File: src/rtl/ipw_defines.svh
// Register map, field positions and reset values of the inverter PWM timer
// Contract
// - 16-bit counter, up or up-down by mode
// - Counter clears to zero on reset
// - Clear-on-period modes clear at period match
// - Symmetric triangle: copy buffers at turnaround
// - Asymmetric triangle: copy at turnaround and period
// - Sawtooth and mode one: up, clear, copy
// - Counter read whole, writes ignored
// - Three 10-bit one-shot dead-time down counters
// - Only enable bit gates dead-time counting
// - Phase match loads reload value, starts count
// - Wrap to all ones: underflow, stop, hold
// - Match before underflow reloads and restarts
// - Dead time lasts reload plus one clocks
// - Dead time off: plain true/complement pairs, both low in interval mode
// - Dead-time counters hidden, reset to ones
// - One shared reload, independent counters
// - Reload 16-bit access, low 10 bits
// - Phase compare equality sets output flip-flop per mode, toggles it only in interval mode
// - Each phase compare has its own buffer
// - Phase compares are 16-bit read/write
// - Direct-write bit: writes go straight in
// - Direct-write clear: write moves buffers in
// - Period sets limit, reverses or clears
`ifndef IPW_DEFINES_SVH
`define IPW_DEFINES_SVH

// Byte offsets on the register bus
`define IPW_OFF_CTRL    8'h00
`define IPW_OFF_STATUS  8'h04
`define IPW_OFF_COUNT   8'h08
`define IPW_OFF_PERIOD  8'h0c
`define IPW_OFF_RELOAD  8'h10
`define IPW_OFF_CMP_A   8'h14
`define IPW_OFF_BUF_A   8'h20

// Control register fields
`define IPW_CTRL_RUN    0
`define IPW_CTRL_MODE_LO 1
`define IPW_CTRL_MODE_HI 3
`define IPW_CTRL_DTEN   4
`define IPW_CTRL_DIRWR  5

// Status register fields
`define IPW_STAT_UP     0
`define IPW_STAT_UFL_LO 1

// Reset values
`define IPW_COUNT_RST   16'h0000
`define IPW_DT_IDLE     10'h3ff
`define IPW_REG_RST     16'h0000

`endif

File: src/rtl/ipw_pkg.sv
// Types shared by the inverter PWM timer
package ipw_pkg;

  // Operating modes of the main counter
  typedef enum logic [2:0] {
    IPW_INTERVAL = 3'h0,
    IPW_SYM_TRI  = 3'h1,
    IPW_ASYM_TRI = 3'h3,
    IPW_SAWTOOTH = 3'h2,
    IPW_PWM_ONE  = 3'h6
  } ipw_mode_type;

  // Avalon-MM request from the bus master
  typedef struct packed {
    logic        read;
    logic        write;
    logic [7:0]  address;
    logic [3:0]  byteenable;
    logic [31:0] writedata;
  } ipw_av_req_type;

endpackage : ipw_pkg

File: src/rtl/ipw_timer.sv
// Inverter PWM timer with phase compares and dead-time counters
//
// Design decisions made here: the register addresses and register access over Avalon-MM.
`timescale 1ns/100ps
`default_nettype none
`include "ipw_defines.svh"

module ipw_timer
  import ipw_pkg::*;
(
  // Clock and reset
  input  wire logic           mclk,
  input  wire logic           reset_n,
  // Avalon-MM slave
  input  wire ipw_av_req_type av_req,
  output logic                waitrequest,
  output logic [31:0]         readdata,
  // PWM output pairs, true on even bits
  output logic [5:0]          pwm_out
);

  // Full 16-bit lane check for halfword-only registers
  function automatic logic lanes16(input logic [3:0] be);
    lanes16 = (be[1:0] == 2'b11);
  endfunction : lanes16

  // Channel index of a compare or buffer address
  function automatic logic [1:0] chan(input logic [7:0] a,
                                      input logic [7:0] base);
    logic [7:0] d;
    d = a - base;
    chan = d[3:2];
  endfunction : chan

  logic               run;
  ipw_mode_type       mode;
  logic               dt_en;
  logic               dir_wr;
  logic [15:0]        main_counter;
  logic               count_up;
  logic [15:0]        period_compare_reg;
  logic [9:0]         dead_time_reload;
  logic [15:0]        phase_compare_regs [3];
  logic [15:0]        phase_compare_buffers [3];
  logic [9:0]         dead_time_counters [3];
  logic [2:0]         phase;
  logic [2:0]         ufl_sticky;
  logic [2:0]         match;
  logic [2:0]         underflow;
  logic               period_match_event;
  logic               counter_turnaround_event;
  logic               clr_mode;
  logic               tri_mode;
  logic               xfer;
  logic               wr_go;
  logic               sw_xfer;
  logic [7:0]         addr;
  logic [15:0]        wdata;
  logic [31:0]        next_readdata;

  assign addr  = av_req.address;
  assign wdata = av_req.writedata[15:0];
  assign wr_go = av_req.write && !waitrequest;

  // Mode groups
  assign clr_mode = (mode == IPW_INTERVAL) || (mode == IPW_SAWTOOTH)
                    || (mode == IPW_PWM_ONE);
  assign tri_mode = (mode == IPW_SYM_TRI) || (mode == IPW_ASYM_TRI);

  // Counter events
  assign period_match_event = run && count_up
                              && (main_counter == period_compare_reg);
  assign counter_turnaround_event = run && tri_mode && !count_up
                                    && (main_counter == `IPW_COUNT_RST);

  // Buffer-to-compare transfer timing per mode
  always_comb
  begin
    case (mode)
      IPW_SYM_TRI:  xfer = counter_turnaround_event;
      IPW_ASYM_TRI: xfer = counter_turnaround_event
                           || period_match_event;
      IPW_SAWTOOTH,
      IPW_PWM_ONE:  xfer = period_match_event;
      default:      xfer = 1'b0;
    endcase
  end

  // Software write to a compare with direct write off
  assign sw_xfer = wr_go && lanes16(av_req.byteenable) && !dir_wr
                   && addr >= `IPW_OFF_CMP_A
                   && addr < `IPW_OFF_BUF_A;

  // Continuous compare of each phase against the counter
  always_comb
  begin
    for (int i = 0; i < 3; i++)
    begin
      match[i] = run && (phase_compare_regs[i] == main_counter);
      underflow[i] = dt_en && (dead_time_counters[i] == 10'h000)
                     && !match[i];
    end
  end

  // Bus handshake: one wait state, then acknowledge
  always_ff @(posedge mclk or negedge reset_n)
  begin
    if (!reset_n)
      waitrequest <= 1'b1;
    else if (waitrequest && (av_req.read || av_req.write))
      waitrequest <= 1'b0;
    else
      waitrequest <= 1'b1;
  end

  // Read data multiplexer
  always_comb
  begin
    next_readdata = 32'h0000_0000;
    if (addr == `IPW_OFF_CTRL)
      next_readdata[5:0] = {dir_wr, dt_en, mode, run};
    else if (addr == `IPW_OFF_STATUS)
      next_readdata[3:0] = {ufl_sticky, count_up};
    else if (addr == `IPW_OFF_COUNT)
      next_readdata[15:0] = main_counter;
    else if (addr == `IPW_OFF_PERIOD)
      next_readdata[15:0] = period_compare_reg;
    else if (addr == `IPW_OFF_RELOAD)
      next_readdata[9:0] = dead_time_reload;
    else if (addr >= `IPW_OFF_CMP_A && addr < `IPW_OFF_BUF_A
             && addr[1:0] == 2'b00)
      next_readdata[15:0] =
        phase_compare_regs[chan(addr, `IPW_OFF_CMP_A)];
    else if (addr >= `IPW_OFF_BUF_A && addr < 8'h2c
             && addr[1:0] == 2'b00)
      next_readdata[15:0] =
        phase_compare_buffers[chan(addr, `IPW_OFF_BUF_A)];
  end

  // Read data captured during the wait state
  always_ff @(posedge mclk or negedge reset_n)
  begin
    if (!reset_n)
      readdata <= 32'h0000_0000;
    else if (waitrequest && av_req.read)
      readdata <= next_readdata;
  end

  // Control register
  always_ff @(posedge mclk or negedge reset_n)
  begin
    if (!reset_n)
    begin
      run    <= 1'b0;
      mode   <= IPW_INTERVAL;
      dt_en  <= 1'b0;
      dir_wr <= 1'b0;
    end
    else if (wr_go && addr == `IPW_OFF_CTRL && av_req.byteenable[0])
    begin
      run    <= av_req.writedata[`IPW_CTRL_RUN];
      mode   <= ipw_mode_type'(
                av_req.writedata[`IPW_CTRL_MODE_HI:`IPW_CTRL_MODE_LO]);
      dt_en  <= av_req.writedata[`IPW_CTRL_DTEN];
      dir_wr <= av_req.writedata[`IPW_CTRL_DIRWR];
    end
  end

  // Period and shared reload registers
  always_ff @(posedge mclk or negedge reset_n)
  begin
    if (!reset_n)
    begin
      period_compare_reg <= `IPW_REG_RST;
      dead_time_reload   <= 10'h000;
    end
    else if (wr_go && lanes16(av_req.byteenable))
    begin
      if (addr == `IPW_OFF_PERIOD)
        period_compare_reg <= wdata;
      else if (addr == `IPW_OFF_RELOAD)
        dead_time_reload <= wdata[9:0];
    end
  end

  // Main counter, no bus write path
  always_ff @(posedge mclk or negedge reset_n)
  begin
    if (!reset_n)
    begin
      main_counter <= `IPW_COUNT_RST;
      count_up     <= 1'b1;
    end
    else if (!run)
      count_up <= 1'b1;
    else if (clr_mode)
    begin
      count_up <= 1'b1;
      if (period_match_event)
        main_counter <= `IPW_COUNT_RST;
      else
        main_counter <= main_counter + 16'h0001;
    end
    else if (period_match_event)
    begin
      count_up     <= 1'b0;
      main_counter <= main_counter - 16'h0001;
    end
    else if (counter_turnaround_event)
    begin
      count_up     <= 1'b1;
      main_counter <= main_counter + 16'h0001;
    end
    else if (count_up)
      main_counter <= main_counter + 16'h0001;
    else
      main_counter <= main_counter - 16'h0001;
  end

  // Phase buffers and compare registers
  always_ff @(posedge mclk or negedge reset_n)
  begin
    if (!reset_n)
    begin
      for (int i = 0; i < 3; i++)
      begin
        phase_compare_regs[i]    <= `IPW_REG_RST;
        phase_compare_buffers[i] <= `IPW_REG_RST;
      end
    end
    else
    begin
      if (xfer)
        for (int i = 0; i < 3; i++)
          phase_compare_regs[i] <= phase_compare_buffers[i];
      if (sw_xfer)
        for (int i = 0; i < 3; i++)
          phase_compare_regs[i] <= phase_compare_buffers[i];
      if (wr_go && lanes16(av_req.byteenable) && addr[1:0] == 2'b00)
      begin
        if (dir_wr && addr >= `IPW_OFF_CMP_A && addr < `IPW_OFF_BUF_A)
          phase_compare_regs[chan(addr, `IPW_OFF_CMP_A)]
            <= wdata;
        else if (addr >= `IPW_OFF_BUF_A && addr < 8'h2c)
          phase_compare_buffers[chan(addr, `IPW_OFF_BUF_A)] <= wdata;
      end
    end
  end

  // Output flip-flops driven by compare triggers
  always_ff @(posedge mclk or negedge reset_n)
  begin
    if (!reset_n)
      phase <= 3'h0;
    else
      for (int i = 0; i < 3; i++)
      begin
        if (!run)
          phase[i] <= 1'b0;
        else if (match[i])
        begin
          if (tri_mode)
            phase[i] <= count_up;
          else if (clr_mode && mode != IPW_INTERVAL)
            phase[i] <= 1'b1;
          else
            phase[i] <= !phase[i];
        end
        else if (period_match_event && mode != IPW_INTERVAL
                 && clr_mode)
          phase[i] <= 1'b0;
      end
  end

  // Dead-time one-shots, clocked every system clock
  always_ff @(posedge mclk or negedge reset_n)
  begin
    if (!reset_n)
      for (int i = 0; i < 3; i++)
        dead_time_counters[i] <= `IPW_DT_IDLE;
    else
      for (int i = 0; i < 3; i++)
      begin
        if (!dt_en)
          dead_time_counters[i] <= `IPW_DT_IDLE;
        else if (match[i])
          dead_time_counters[i] <= dead_time_reload;
        else if (dead_time_counters[i] != `IPW_DT_IDLE)
          dead_time_counters[i] <= dead_time_counters[i]
                                   - 10'h001;
      end
  end

  // Sticky underflow flags, write one to clear, set wins
  always_ff @(posedge mclk or negedge reset_n)
  begin
    if (!reset_n)
      ufl_sticky <= 3'h0;
    else if (wr_go && addr == `IPW_OFF_STATUS && av_req.byteenable[0])
      ufl_sticky <= (ufl_sticky & ~av_req.writedata[3:1]) | underflow;
    else
      ufl_sticky <= ufl_sticky | underflow;
  end

  // Pair outputs with dead-time gap while a one-shot runs
  always_ff @(posedge mclk or negedge reset_n)
  begin
    if (!reset_n)
      pwm_out <= 6'h00;
    else
      for (int i = 0; i < 3; i++)
      begin
        if (!run || mode == IPW_INTERVAL)
          pwm_out[2*i +: 2] <= 2'b00;
        else if (!dt_en)
          pwm_out[2*i +: 2] <= {!phase[i], phase[i]};
        else if (dead_time_counters[i] != `IPW_DT_IDLE || match[i])
          pwm_out[2*i +: 2] <= 2'b00;
        else
          pwm_out[2*i +: 2] <= {!phase[i], phase[i]};
      end
  end
endmodule : ipw_timer
`default_nettype wire

File: config.mk
export PLATFORM = sky130hd
export DESIGN_NAME = ipw_timer
export DESIGN_NICKNAME = d
export VERILOG_FILES = /design/src/rtl/ipw_pkg.sv /design/src/rtl/ipw_timer.sv
export VERILOG_INCLUDE_DIRS = /design/src /design/src/rtl
export SDC_FILE = /design/constraint.sdc
export NUM_CORES = 1
export LEC_CHECK = 0
export ABC_AREA = 1
export BUFFER_PORTS_ARGS = -buffer_cell sky130_fd_sc_hd__buf_2
export CAP_MARGIN = 40
export CORE_ASPECT_RATIO = 0.8
export CORE_MARGIN = 10
export CORE_UTILIZATION = 42
export DETAILED_ROUTE_END_ITERATION = 10
export PLACE_DENSITY = 0.57
export SKIP_CTS_REPAIR_TIMING = 1
export SLEW_MARGIN = 20
export SYNTH_ARGS = -nofsm -noshare
export SYNTH_HDL_FRONTEND = slang
export SYNTH_SLANG_ARGS = --single-unit
File: constraint.sdc
create_clock -name mclk -period 2.1 [get_ports mclk]
set_clock_uncertainty 0.1 [all_clocks]
set_input_delay 0.21 -clock mclk [delete_from_list [all_inputs] [get_ports mclk]]
set_output_delay 0.21 -clock mclk [all_outputs]
set_load 0.005 [all_outputs]
==> reports/qor.csv, run 1 <==
metric,value,unit
run status,"finished, violations left",
failing checks,"negative hold slack, negative setup slack",
growth of design area from synthesis to finish,26.7,%
critical path capture point type,register,
synthesized cell area,0.0127,mm²
final design utilization,54.4,%
final setup violating endpoints,1,
DR vias/cell,5.35,
Leak,8.02,nW
cell total after placement,2308,
register area share after synthesis,40.6,%
top cells by area in the synthesized netlist,"sky130_fd_sc_hd__dfrtp_1 34%, sky130_fd_sc_hd__nand2_1 16%, sky130_fd_sc_hd__dfstp_2 6.6%",
Critical Setup Path Class,register to register,
count of synthesis-stage warnings from yosys,0,
final routed wire length divided by cell count,19.0,µm
commonest register cell after synthesis,sky130_fd_sc_hd__dfrtp_1,
number of standard-cell rows in the floorplan,56,
cell area after placement,0.0144,mm²
final weighted congestion in routability-driven placement,0.926,
most instantiated cells after synthesis,"531 x sky130_fd_sc_hd__nand2_1, 172 x sky130_fd_sc_hd__dfrtp_1, 166 x sky130_fd_sc_hd__o21ai_0, 148 x sky130_fd_sc_hd__inv_1, 137 x sky130_fd_sc_hd__nand3_1",
number of vias in the routed layout,12743,
share of post-route cells with drive strength above 1,23.0,%
Max Clk Rate,0.475,GHz
largest net degree at the start of global routing,49,
CP max stage delay,0.42,ns
storage element area,0.00516,mm²
final worst-path setup slack,-0.00354,ns
Inserted Diodes,0,
clock latency reported for the late side of the worst-skew pair,0.54,ns
count of final max-slew check failures,0,
total half-perimeter wirelength after legalization and detailed placement,33200,µm
number of synthesized register bits,204,
overflow left after global routing,0,
maximum clock path buffer count,3,
wire length of the first global-routing pass,69400,µm
DRT met1 WL,22200,µm
final hold vios,7,
fin crit period,2.10,ns
fraction of the cycle the final worst path needs,100,%
clock tree from TritonCTS,done,
"CP delay by family, top",simple AND/OR/NAND/NOR gates,
Worst slew margin,57.6,%
largest registers,"phase_compare_buffers: 48 flops, phase_compare_regs: 48 flops, dead_time_counters: 30 flops",
aggregate negative setup slack,-0.00354,ns
die footprint,0.0375,mm²
Global Route Usage Sum,22.9,%
number of antenna violations at the first check in global routing,1,
clock transition time at the flip-flop clock pins of the worst setup and hold paths,0.06,ns
CP max stage cell,sky130_fd_sc_hd__dfrtp_1,
count of pins on the block boundary,87,
Routed Antenna Nets,0,
Tot Pwr,10.5,mW
critical path buffer and inverter count,3,
highest fanout seen on the critical path,12,
# port buffers,52,
critical-path cell list,buf_6 > nand2_1 > nand2_1 > nor2_1 > nand3_1 > nor2_4 > nand4_4 > nand3_4 > buf_6 > nand2_1 > nand3_1 > nand2_1 > inv_1,
data arrival time of the critical path,2.48,ns
Horiz. Die Dim,214,µm
number of clock buffers inserted by TritonCTS,24,
Hold Path Class,input pin to register,
net total in the final layout,2022,
max layer used,met4,
gate count after technology mapping,1771,
number of remaining DRC errors,0,
total number of H-tree levels,1,
portion of synthesized cell area occupied by the leading cell type,34.0,%
RSZ-0062 raised after global routing,yes,
reported max-cap violation count,0,
worst IR drop on VDD,0.620,mV
pin slew with the least headroom to its limit,0.636,ns
Worst EP required,2.48,ns
total power density per cell area,654,mW/mm²
area used by multi-input combinational logic,0.00678,mm²
number of global-route vias before repair,11673,
met2 wire length,19400,µm
initial core utilization,42.9,%
overall routed net length,45200,µm
async set or reset register ratio after synthesis,100,%
number of enable flip-flop cells after synthesis,0,
Layout fillers,2853,
"number of standard cells in the layout, taps in and fillers out",2380,
final standard cell area without fillers,0.0160,mm²
DR iter-0 viols,1175,
total length of routed met3 wires,3240,µm
post-synth top area cell,sky130_fd_sc_hd__dfrtp_1,
detailed-routing iteration count for the pre-antenna-repair pass,5,
cell with the most instances after synthesis,sky130_fd_sc_hd__nand2_1,
library cell appearing most often on the critical path,sky130_fd_sc_hd__nand2_1,
clock sink count,204,
floorplan core area,0.0295,mm²
kind of start point of the critical path,register,
"Distinct cells, synth",39,
Post-Syn Area per Cell,7.15,µm²
CTS root buf,sky130_fd_sc_hd__clkbuf_16,
Hold Worst Slack,-0.00656,ns
Die Y-Extent,175,µm
==> path summary, 6_finish.rpt <==
check | startpoint | to | slack, ns | cells past startpoint
worst min-delay path | av_req[12] | phase_compare_regs[44]$_DFF_PN0_ | -0.007 | 5
worst max register to register | main_counter[4]$_DFFE_PN0P_ | phase_compare_regs[42]$_DFF_PN0_ | -0.004 | 13
worst min register to register | phase[2]$_DFFE_PN0P_ | pwm_out[5]$_DFF_PN0_ | 0.37 | 1
min in group asynchronous | reset_n | main_counter[13]$_DFFE_PN0P_ | 0.04 | 2
worst max-delay path | main_counter[4]$_DFFE_PN0P_ | phase_compare_regs[42]$_DFF_PN0_ | -0.004 | 13
max in group asynchronous | reset_n | phase_compare_regs[14]$_DFF_PN0_ | 1.23 | 3
==> worst reg2reg max path: cells and delay by family (launching register included) <==
family / cells / cell delay [ns]
AND/OR/NAND/NOR: 10 / 1.13
flip-flops: 1 / 0.42
buffers and inverters: 3 / 0.40
==> final cells by class <==
| cell class | count | area share, % |
|---|---|---|
| inverters | 171 | 4.11 |
| multi-input cells | 1305 | 42.2 |
| repair inverters | 1 | 0.0468 |
| clock inverters | 8 | 0.600 |
| well taps | 406 | 3.17 |
| flip-flops and latches | 204 | 32.1 |
| clock buffers | 36 | 4.53 |
| repair buffers | 249 | 13.2 |
==> cells in the final DEF (no fill, tap or decap), types with 21 or more instances in the layout <==
| cell | n |
|---|---|
| sky130_fd_sc_hd__a21oi_1 | 59 |
| sky130_fd_sc_hd__buf_2 | 51 |
| sky130_fd_sc_hd__buf_4 | 150 |
| sky130_fd_sc_hd__buf_6 | 21 |
| sky130_fd_sc_hd__clkbuf_16 | 27 |
| sky130_fd_sc_hd__dfrtp_1 | 162 |
| sky130_fd_sc_hd__dfstp_2 | 32 |
| sky130_fd_sc_hd__inv_1 | 142 |
| sky130_fd_sc_hd__inv_2 | 24 |
| sky130_fd_sc_hd__nand2_1 | 494 |
| sky130_fd_sc_hd__nand2_2 | 32 |
| sky130_fd_sc_hd__nand3_1 | 123 |
| sky130_fd_sc_hd__nand4_1 | 84 |
| sky130_fd_sc_hd__nor2_1 | 111 |
| sky130_fd_sc_hd__o211ai_1 | 24 |
| sky130_fd_sc_hd__o21ai_0 | 159 |
| sky130_fd_sc_hd__xnor2_1 | 34 |
| sky130_fd_sc_hd__xor2_1 | 28 |
==> report_power, final <==
group	leakage [nW]	switching (mW)	internal (mW)	total, mW
logic	4.92	1.13	0.870	2.00
clock network	0.407	1.75	2.63	4.38
registers	2.70	0.109	4.01	4.11
total	8.02	2.99	7.51	10.5
==> metrics by stage <==
step / setup WS [ns] / hold WS (ns)
global placement: -0.297 / 0.0437
detailed placement: -0.147 / 0.0448
finish: -0.00354 / -0.00656
floorplan: -0.0175 / -0.186
CTS: -0.156 / -0.534
global route: -0.126 / 0.00895
==> kinds of logic after synthesis <==
family | share of synthesized area, %
adder cells (fa/ha/maj) | 1.78
AO/OA/AOI/OAI | 11.8
flip-flops | 40.6
XOR/XNOR | 4.91
AND/OR/NAND/NOR | 31.3
other | 0.0296
buffers and inverters | 9.48
==> layer usage <==
layer | track usage [%] | vias to the layer above
met5 | 0 | -
met4 | 3.54 | 0
met3 | 3.83 | 28
met2 | 32.9 | 438
met1 | 35.4 | 6145
li1 | - | 6132
Note: power is estimated with default switching activity, not from simulation.
==> inputs of run 2 (changes only) <==
--- a/config.mk
+++ b/config.mk
@@ -9,7 +9,7 @@
 export ABC_AREA = 1
 export BUFFER_PORTS_ARGS = -buffer_cell sky130_fd_sc_hd__buf_2
 export CAP_MARGIN = 40
-export CORE_ASPECT_RATIO = 0.8
+export CORE_ASPECT_RATIO = 0.5
 export CORE_MARGIN = 10
 export CORE_UTILIZATION = 42
 export DETAILED_ROUTE_END_ITERATION = 10
==> reports/qor.csv, run 2 (same netlist as run 1, synthesis figures left out) <==
metric,value,unit,change
number of standard-cell rows in the floorplan,44,,-21%
DR iter-0 viols,1194,,+1.6%
largest registers,"phase_compare_buffers: 48 flops, phase_compare_regs: 48 flops, dead_time_counters: 30 flops",,
total number of H-tree levels,1,,unchanged
number of remaining DRC errors,0,,unchanged
final hold vios,1,,-6
number of clock buffers inserted by TritonCTS,22,,-8.3%
"leading cell types in the layout, fill and taps excluded","522 x sky130_fd_sc_hd__nand2_1, 165 x sky130_fd_sc_hd__o21ai_0, 164 x sky130_fd_sc_hd__buf_4, 163 x sky130_fd_sc_hd__dfrtp_1, 144 x sky130_fd_sc_hd__inv_1",,
Routed Antenna Nets,0,,unchanged
reported max-cap violation count,0,,unchanged
Layout fillers,2898,,+1.6%
floorplan core area,0.0293,mm²,-0.53%
wire length of the first global-routing pass,67100,µm,-3.3%
critical path capture point type,register,,
"most common cell after layout, fill and taps aside",sky130_fd_sc_hd__nand2_1,,
growth of design area from synthesis to finish,23.7,%,
CTS root buf,sky130_fd_sc_hd__clkbuf_16,,
total half-perimeter wirelength after legalization and detailed placement,31600,µm,-4.7%
net total in the final layout,2022,,unchanged
final setup violating endpoints,0,,-1
pin slew with the least headroom to its limit,0.630,ns,-0.00568 ns
overflow left after global routing,0,,unchanged
"number of standard cells in the layout, taps in and fillers out",2363,,-0.71%
largest net degree at the start of global routing,60,,+22%
start point of the critical path,main_counter[0]$_DFFE_PN0P_,,
met3 Usage GRT,5.12,%,+1.3 points
share of post-route cells with drive strength above 1,20.3,%,-2.7 points
count of pins on the block boundary,87,,unchanged
RSZ-0062 raised after global routing,yes,,
failing checks,negative hold slack,,
final weighted congestion in routability-driven placement,0.937,,+1.2%
Global Route Usage Sum,22.3,%,-0.63 points
final routed wire length divided by cell count,18.4,µm,-3.4%
maximum clock path buffer count,3,,unchanged
clock sink count,204,,unchanged
fraction of the cycle the final worst path needs,97.6,%,-2.6 points
critical register-to-register path startpoint,main_counter[0]$_DFFE_PN0P_,,
clock transition time at the flip-flop clock pins of the worst setup and hold paths,0.07,ns,about the same
detailed-routing iteration count for the pre-antenna-repair pass,5,,unchanged
Critical Setup Path Class,register to register,,
Die Y-Extent,143,µm,-19%
kind of start point of the critical path,register,,
# port buffers,52,,unchanged
highest-utilization routing layer at the global route stage,met1,,
Worst slew margin,57.6,%,about the same
cell total after placement,2311,,+0.13%
highest fanout seen on the critical path,24,,+12
clock latency reported for the late side of the worst-skew pair,0.53,ns,about the same
total power density per cell area,627,mW/mm²,-4.1%
overall routed net length,43400,µm,-4.1%
clock tree from TritonCTS,done,,
number of antenna violations at the first check in global routing,0,,-1
met2 routing resource usage after global routing,31.5,%,-1.4 points
Horiz. Die Dim,266,µm,+24%
fin crit period,2.05,ns,-0.0549 ns
initial core utilization,43.1,%,+0.23 points
number of global-route vias before repair,11394,,-2.4%
data arrival time of the critical path,2.42,ns,-0.06 ns
Max Clk Rate,0.488,GHz,+2.7%
Hold Worst Slack,-0.00198,ns,+0.00458 ns
met1 Use GR,34.1,%,-1.3 points
hold path startpoint,av_req[3],,
worst IR drop on VDD,0.514,mV,-17%
number of vias in the routed layout,12570,,-1.4%
die footprint,0.0379,mm²,+1.0%
Worst EP required,2.47,ns,about the same
run status,"finished, violations left",,
count of final max-slew check failures,0,,unchanged
DR vias/cell,5.32,,-0.65%
Leak,7.82,nW,-2.6%
Hold Path Class,input pin to register,,
## run 2: cell types whose count changed in the layout (fill, tap and decap cells not counted), sizes merged
cell	previous run	this run
bufinv	2	0
diode	0	1
nand2	534	535
clkinvlp	3	1
buf	242	244
inv	168	171
clkinv	7	4
clkbuf	39	37
## run 2: per-layer routing
metal	vias to the layer above	routed length [µm]	share of wire (%)
li1	6137	-	-
met1	5980	21400	49
met2	415	17800	41
met4	0	521	1.2
met3	38	3690	8.5
met5	-	0	0
## run 2: through the flow
| step | cell area, µm² | util, % | setup TNS [ns] | setup WS [ns] | power, mW |
|---|---|---|---|---|---|
| CTS | 15200 | 51.9 | -1.20 | -0.0537 | 9.74 |
| detailed placement | 14600 | 49.6 | -0.391 | -0.0723 | 5.90 |
| floorplan | 12700 | - | -0.0211 | -0.0175 | 5.02 |
| finish | 15700 | 53.4 | 0 | 0.0513 | 9.83 |
| global placement | 14600 | 49.6 | -0.0596 | -0.0336 | 5.89 |
| global route | 15700 | 53.4 | -2.78 | -0.0828 | 10.2 |
## run 2: path summary, 6_finish.rpt
kind	endpoint	slack (ns)	cells after the start
min	phase_compare_regs[19]$_DFF_PN0_	-0.002	5
min reg2reg	readdata[3]$_DFFE_PN0P_	0.38	2
max	phase_compare_regs[29]$_DFF_PN0_	0.05	12
max reg2reg	phase_compare_regs[29]$_DFF_PN0_	0.05	12
min in group asynchronous	phase_compare_buffers[13]$_DFFE_PN0P_	0.12	2
max in group asynchronous	dead_time_counters[3]$_DFFE_PN1P_	1.01	3
## run 2: report_power, final
group | leakage [nW] | switching [mW] | total (mW) | internal [mW]
combinational | 4.78 | 1.10 | 1.88 | 0.778
clock | 0.335 | 1.72 | 3.85 | 2.13
sequential | 2.70 | 0.101 | 4.10 | 4.00
total | 7.82 | 2.92 | 9.83 | 6.91
## run 2: critical path, stage by stage, from the launching register on
cell	delay (ns)
sky130_fd_sc_hd__dfrtp_1	0.42
sky130_fd_sc_hd__inv_4	0.15
sky130_fd_sc_hd__nor2_1	0.06
sky130_fd_sc_hd__nor2_1	0.13
sky130_fd_sc_hd__nand3_2	0.13
sky130_fd_sc_hd__nor2_4	0.16
sky130_fd_sc_hd__nand4_4	0.20
sky130_fd_sc_hd__nand3_4	0.15
sky130_fd_sc_hd__clkbuf_16	0.22
sky130_fd_sc_hd__nand2_1	0.08
sky130_fd_sc_hd__nand3_1	0.07
sky130_fd_sc_hd__nand2_1	0.05
sky130_fd_sc_hd__inv_1	0.04
## run 2: cell type report
type	instances	area, µm²	share of cell area, %
diodes	1	2.50	0.0160
repair buffers	251	2090	13.3
clock inverters	5	32.5	0.208
well taps	391	489	3.12
clock buffers	34	647	4.13
inverters	171	651	4.15
multi-input cells	1306	6600	42.1
flip-flops and latches	204	5160	32.9
==> inputs of run 3 (changes only) <==
--- a/config.mk
+++ b/config.mk
@@ -12,8 +12,9 @@
 export CORE_ASPECT_RATIO = 0.5
 export CORE_MARGIN = 10
 export CORE_UTILIZATION = 42
+export CTS_BUF_LIST = sky130_fd_sc_hd__clkbuf_2 sky130_fd_sc_hd__clkbuf_4 sky130_fd_sc_hd__clkbuf_8
 export DETAILED_ROUTE_END_ITERATION = 10
-export PLACE_DENSITY = 0.57
+export PLACE_DENSITY = 0.61
 export SKIP_CTS_REPAIR_TIMING = 1
 export SLEW_MARGIN = 20
 export SYNTH_ARGS = -nofsm -noshare
==> reports/qor.csv, run 3 (same netlist as run 1, synthesis figures left out) <==
metric,value,unit,change
Worst R2R Path Depth,12,,unchanged
final hold vios,5,,+4
worst hold path depth,5,,unchanged
number of antenna violations at the first check in global routing,0,,unchanged
Critical Setup Path Class,register to register,,
fin crit period,2.04,ns,-0.00663 ns
Hold Worst Slack,-0.00879,ns,-0.00681 ns
max layer used,met4,,
clock latency reported for the late side of the worst-skew pair,0.64,ns,+0.11 ns
DR vias/cell,5.40,,+1.5%
net total in the final layout,2029,,+0.35%
initial core utilization,43.1,%,unchanged
final weighted congestion in routability-driven placement,0.941,,+0.42%
run status,"finished, violations left",,
final standard cell area without fillers,0.0156,mm²,-0.36%
Die Y-Extent,143,µm,unchanged
kind of start point of the critical path,register,,
number of remaining DRC errors,0,,unchanged
pin slew with the least headroom to its limit,0.559,ns,-0.0718 ns
largest net degree at the start of global routing,58,,-3.3%
share of post-route cells with drive strength above 1,20.3,%,-0.083 points
count of final max-slew check failures,0,,unchanged
number of global-route vias before repair,11408,,+0.12%
total half-perimeter wirelength after legalization and detailed placement,30700,µm,-2.8%
DRT met1 WL,20400,µm,-4.6%
clock transition time at the flip-flop clock pins of the worst setup and hold paths,0.08,ns,about the same
"leading cell types in the layout, fill and taps excluded","523 x sky130_fd_sc_hd__nand2_1, 165 x sky130_fd_sc_hd__o21ai_0, 161 x sky130_fd_sc_hd__dfrtp_1, 155 x sky130_fd_sc_hd__buf_4, 143 x sky130_fd_sc_hd__inv_1",,
met2 wire length,17500,µm,-1.9%
DR iter-0 viols,1458,,+22%
Leak,7.76,nW,-0.69%
number of vias in the routed layout,12826,,+2.0%
final setup violating endpoints,0,,unchanged
total power density per cell area,631,mW/mm²,+0.55%
Post-Place Worst Slack,-0.158,ns,-0.0858 ns
overall routed net length,42600,µm,-1.8%
reported max-cap violation count,0,,unchanged
clock tree from TritonCTS,done,,
fraction of the cycle the final worst path needs,97.2,%,-0.32 points
worst IR drop on VDD,0.488,mV,-5.0%
number of clock buffers inserted by TritonCTS,31,,+41%
# port buffers,52,,unchanged
failing checks,negative hold slack,,
highest fanout seen on the critical path,12,,-50%
largest registers,"phase_compare_buffers: 48 flops, phase_compare_regs: 48 flops, dead_time_counters: 30 flops",,
data arrival time of the critical path,2.53,ns,+0.11 ns
maximum clock path buffer count,3,,unchanged
final routed wire length divided by cell count,17.9,µm,-2.3%
Max Clk Rate,0.490,GHz,+0.32%
wire length of the first global-routing pass,65200,µm,-2.9%
clock sink count,204,,unchanged
"most common cell after layout, fill and taps aside",sky130_fd_sc_hd__nand2_1,,
count of pins on the block boundary,87,,unchanged
Layout fillers,2904,,+0.21%
RSZ-0062 raised after global routing,yes,,
growth of design area from synthesis to finish,23.3,%,
Routed Antenna Nets,0,,unchanged
die footprint,0.0379,mm²,unchanged
critical path capture point type,register,,
detailed-routing iteration count for the pre-antenna-repair pass,6,,+1
Hold Path Class,input pin to register,,
overflow left after global routing,0,,unchanged
final worst-path setup slack,0.0580,ns,+0.00663 ns
CTS root buf,sky130_fd_sc_hd__clkbuf_8,,
total number of H-tree levels,1,,unchanged
cell area after placement,0.0144,mm²,-0.89%
total length of routed met3 wires,4270,µm,+16%
Tot Pwr,9.85,mW,+0.19%
Worst slew margin,62.7,%,+5.1 points
number of standard-cell rows in the floorplan,44,,unchanged
Global Route Usage Sum,21.6,%,-0.72 points
Horiz. Die Dim,266,µm,unchanged
Worst EP required,2.59,ns,+0.12 ns
floorplan core area,0.0293,mm²,unchanged
[run 3: changes by cell type in the layout (fill, tap and decap cells not counted), moves of 4 or more]
cell | before | now
sky130_fd_sc_hd__clkbuf_8 | 4 | 41
sky130_fd_sc_hd__nand3_2 | 5 | 1
sky130_fd_sc_hd__dlygate4sd3_1 | 4 | 15
sky130_fd_sc_hd__clkbuf_4 | 0 | 6
sky130_fd_sc_hd__clkbuf_1 | 8 | 0
sky130_fd_sc_hd__clkbuf_16 | 25 | 2
sky130_fd_sc_hd__nand3_1 | 131 | 135
sky130_fd_sc_hd__buf_4 | 164 | 155
sky130_fd_sc_hd__nor2_2 | 13 | 8
[run 3: where the power goes]
part	internal, mW	switching, mW	total, mW
logic	0.749	1.10	1.85
clock network	2.17	1.74	3.91
registers	4.00	0.0849	4.09
total	6.92	2.92	9.85
[run 3: final cells by class]
type / instances / area [µm²] / share of cell area [%]
well taps: 391 / 489 / 3.13
diodes: 1 / 2.50 / 0.0160
inverters: 171 / 657 / 4.21
repair inverters: 1 / 7.51 / 0.0481
clock inverters: 8 / 118 / 0.754
repair buffers: 249 / 2060 / 13.2
flip-flops and latches: 204 / 5160 / 33.1
clock buffers: 46 / 596 / 3.82
multi-input cells: 1305 / 6520 / 41.8
[run 3: critical path, cell delays in order (launching register included)]
cell	delay (ns)
sky130_fd_sc_hd__dfrtp_2	0.46
sky130_fd_sc_hd__inv_4	0.14
sky130_fd_sc_hd__ha_1	0.19
sky130_fd_sc_hd__nand3_1	0.08
sky130_fd_sc_hd__nor2_1	0.14
sky130_fd_sc_hd__nand3_2	0.11
sky130_fd_sc_hd__buf_4	0.19
sky130_fd_sc_hd__nand3_4	0.16
sky130_fd_sc_hd__clkbuf_16	0.21
sky130_fd_sc_hd__nand2_1	0.08
sky130_fd_sc_hd__nand3_1	0.07
sky130_fd_sc_hd__nand2_1	0.05
sky130_fd_sc_hd__inv_1	0.05
[run 3: routing by layer]
layer  vias to the layer above  GRT usage [%]
li1                       6149              -
met1                      6088           32.3
met4                         0           3.91
met5                         -              0
met2                       541           31.0
met3                        48           4.95
[run 3: path summary, 6_finish.rpt]
| kind | startpoint | slack (ns) | end |
|---|---|---|---|
| setup / recovery | main_counter[1]$_DFFE_PN0P_ | 0.06 | phase_compare_regs[47]$_DFF_PN0_ |
| hold / removal | av_req[5] | -0.009 | phase_compare_regs[5]$_DFF_PN0_ |
| setup reg to reg | main_counter[1]$_DFFE_PN0P_ | 0.06 | phase_compare_regs[47]$_DFF_PN0_ |
| hold reg to reg | readdata[14]$_DFFE_PN0P_ | 0.38 | readdata[14]$_DFFE_PN0P_ |
| max in group asynchronous | reset_n | 1.12 | dead_time_counters[2]$_DFFE_PN1P_ |
| min in group asynchronous | reset_n | 0.01 | phase_compare_regs[26]$_DFF_PN0_ |
[run 3: stage by stage]
step	TNS, ns	utilization, %	hold WS [ns]	cells
finish	0	53.2	-0.00879	2376
global placement	-1.16	49.2	0.137	2297
global route	-0.244	53.2	0.00671	2375
floorplan	-0.0211	-	-0.186	1786
detailed placement	-1.55	49.2	0.136	2297
CTS	-0.210	51.6	-0.548	2351
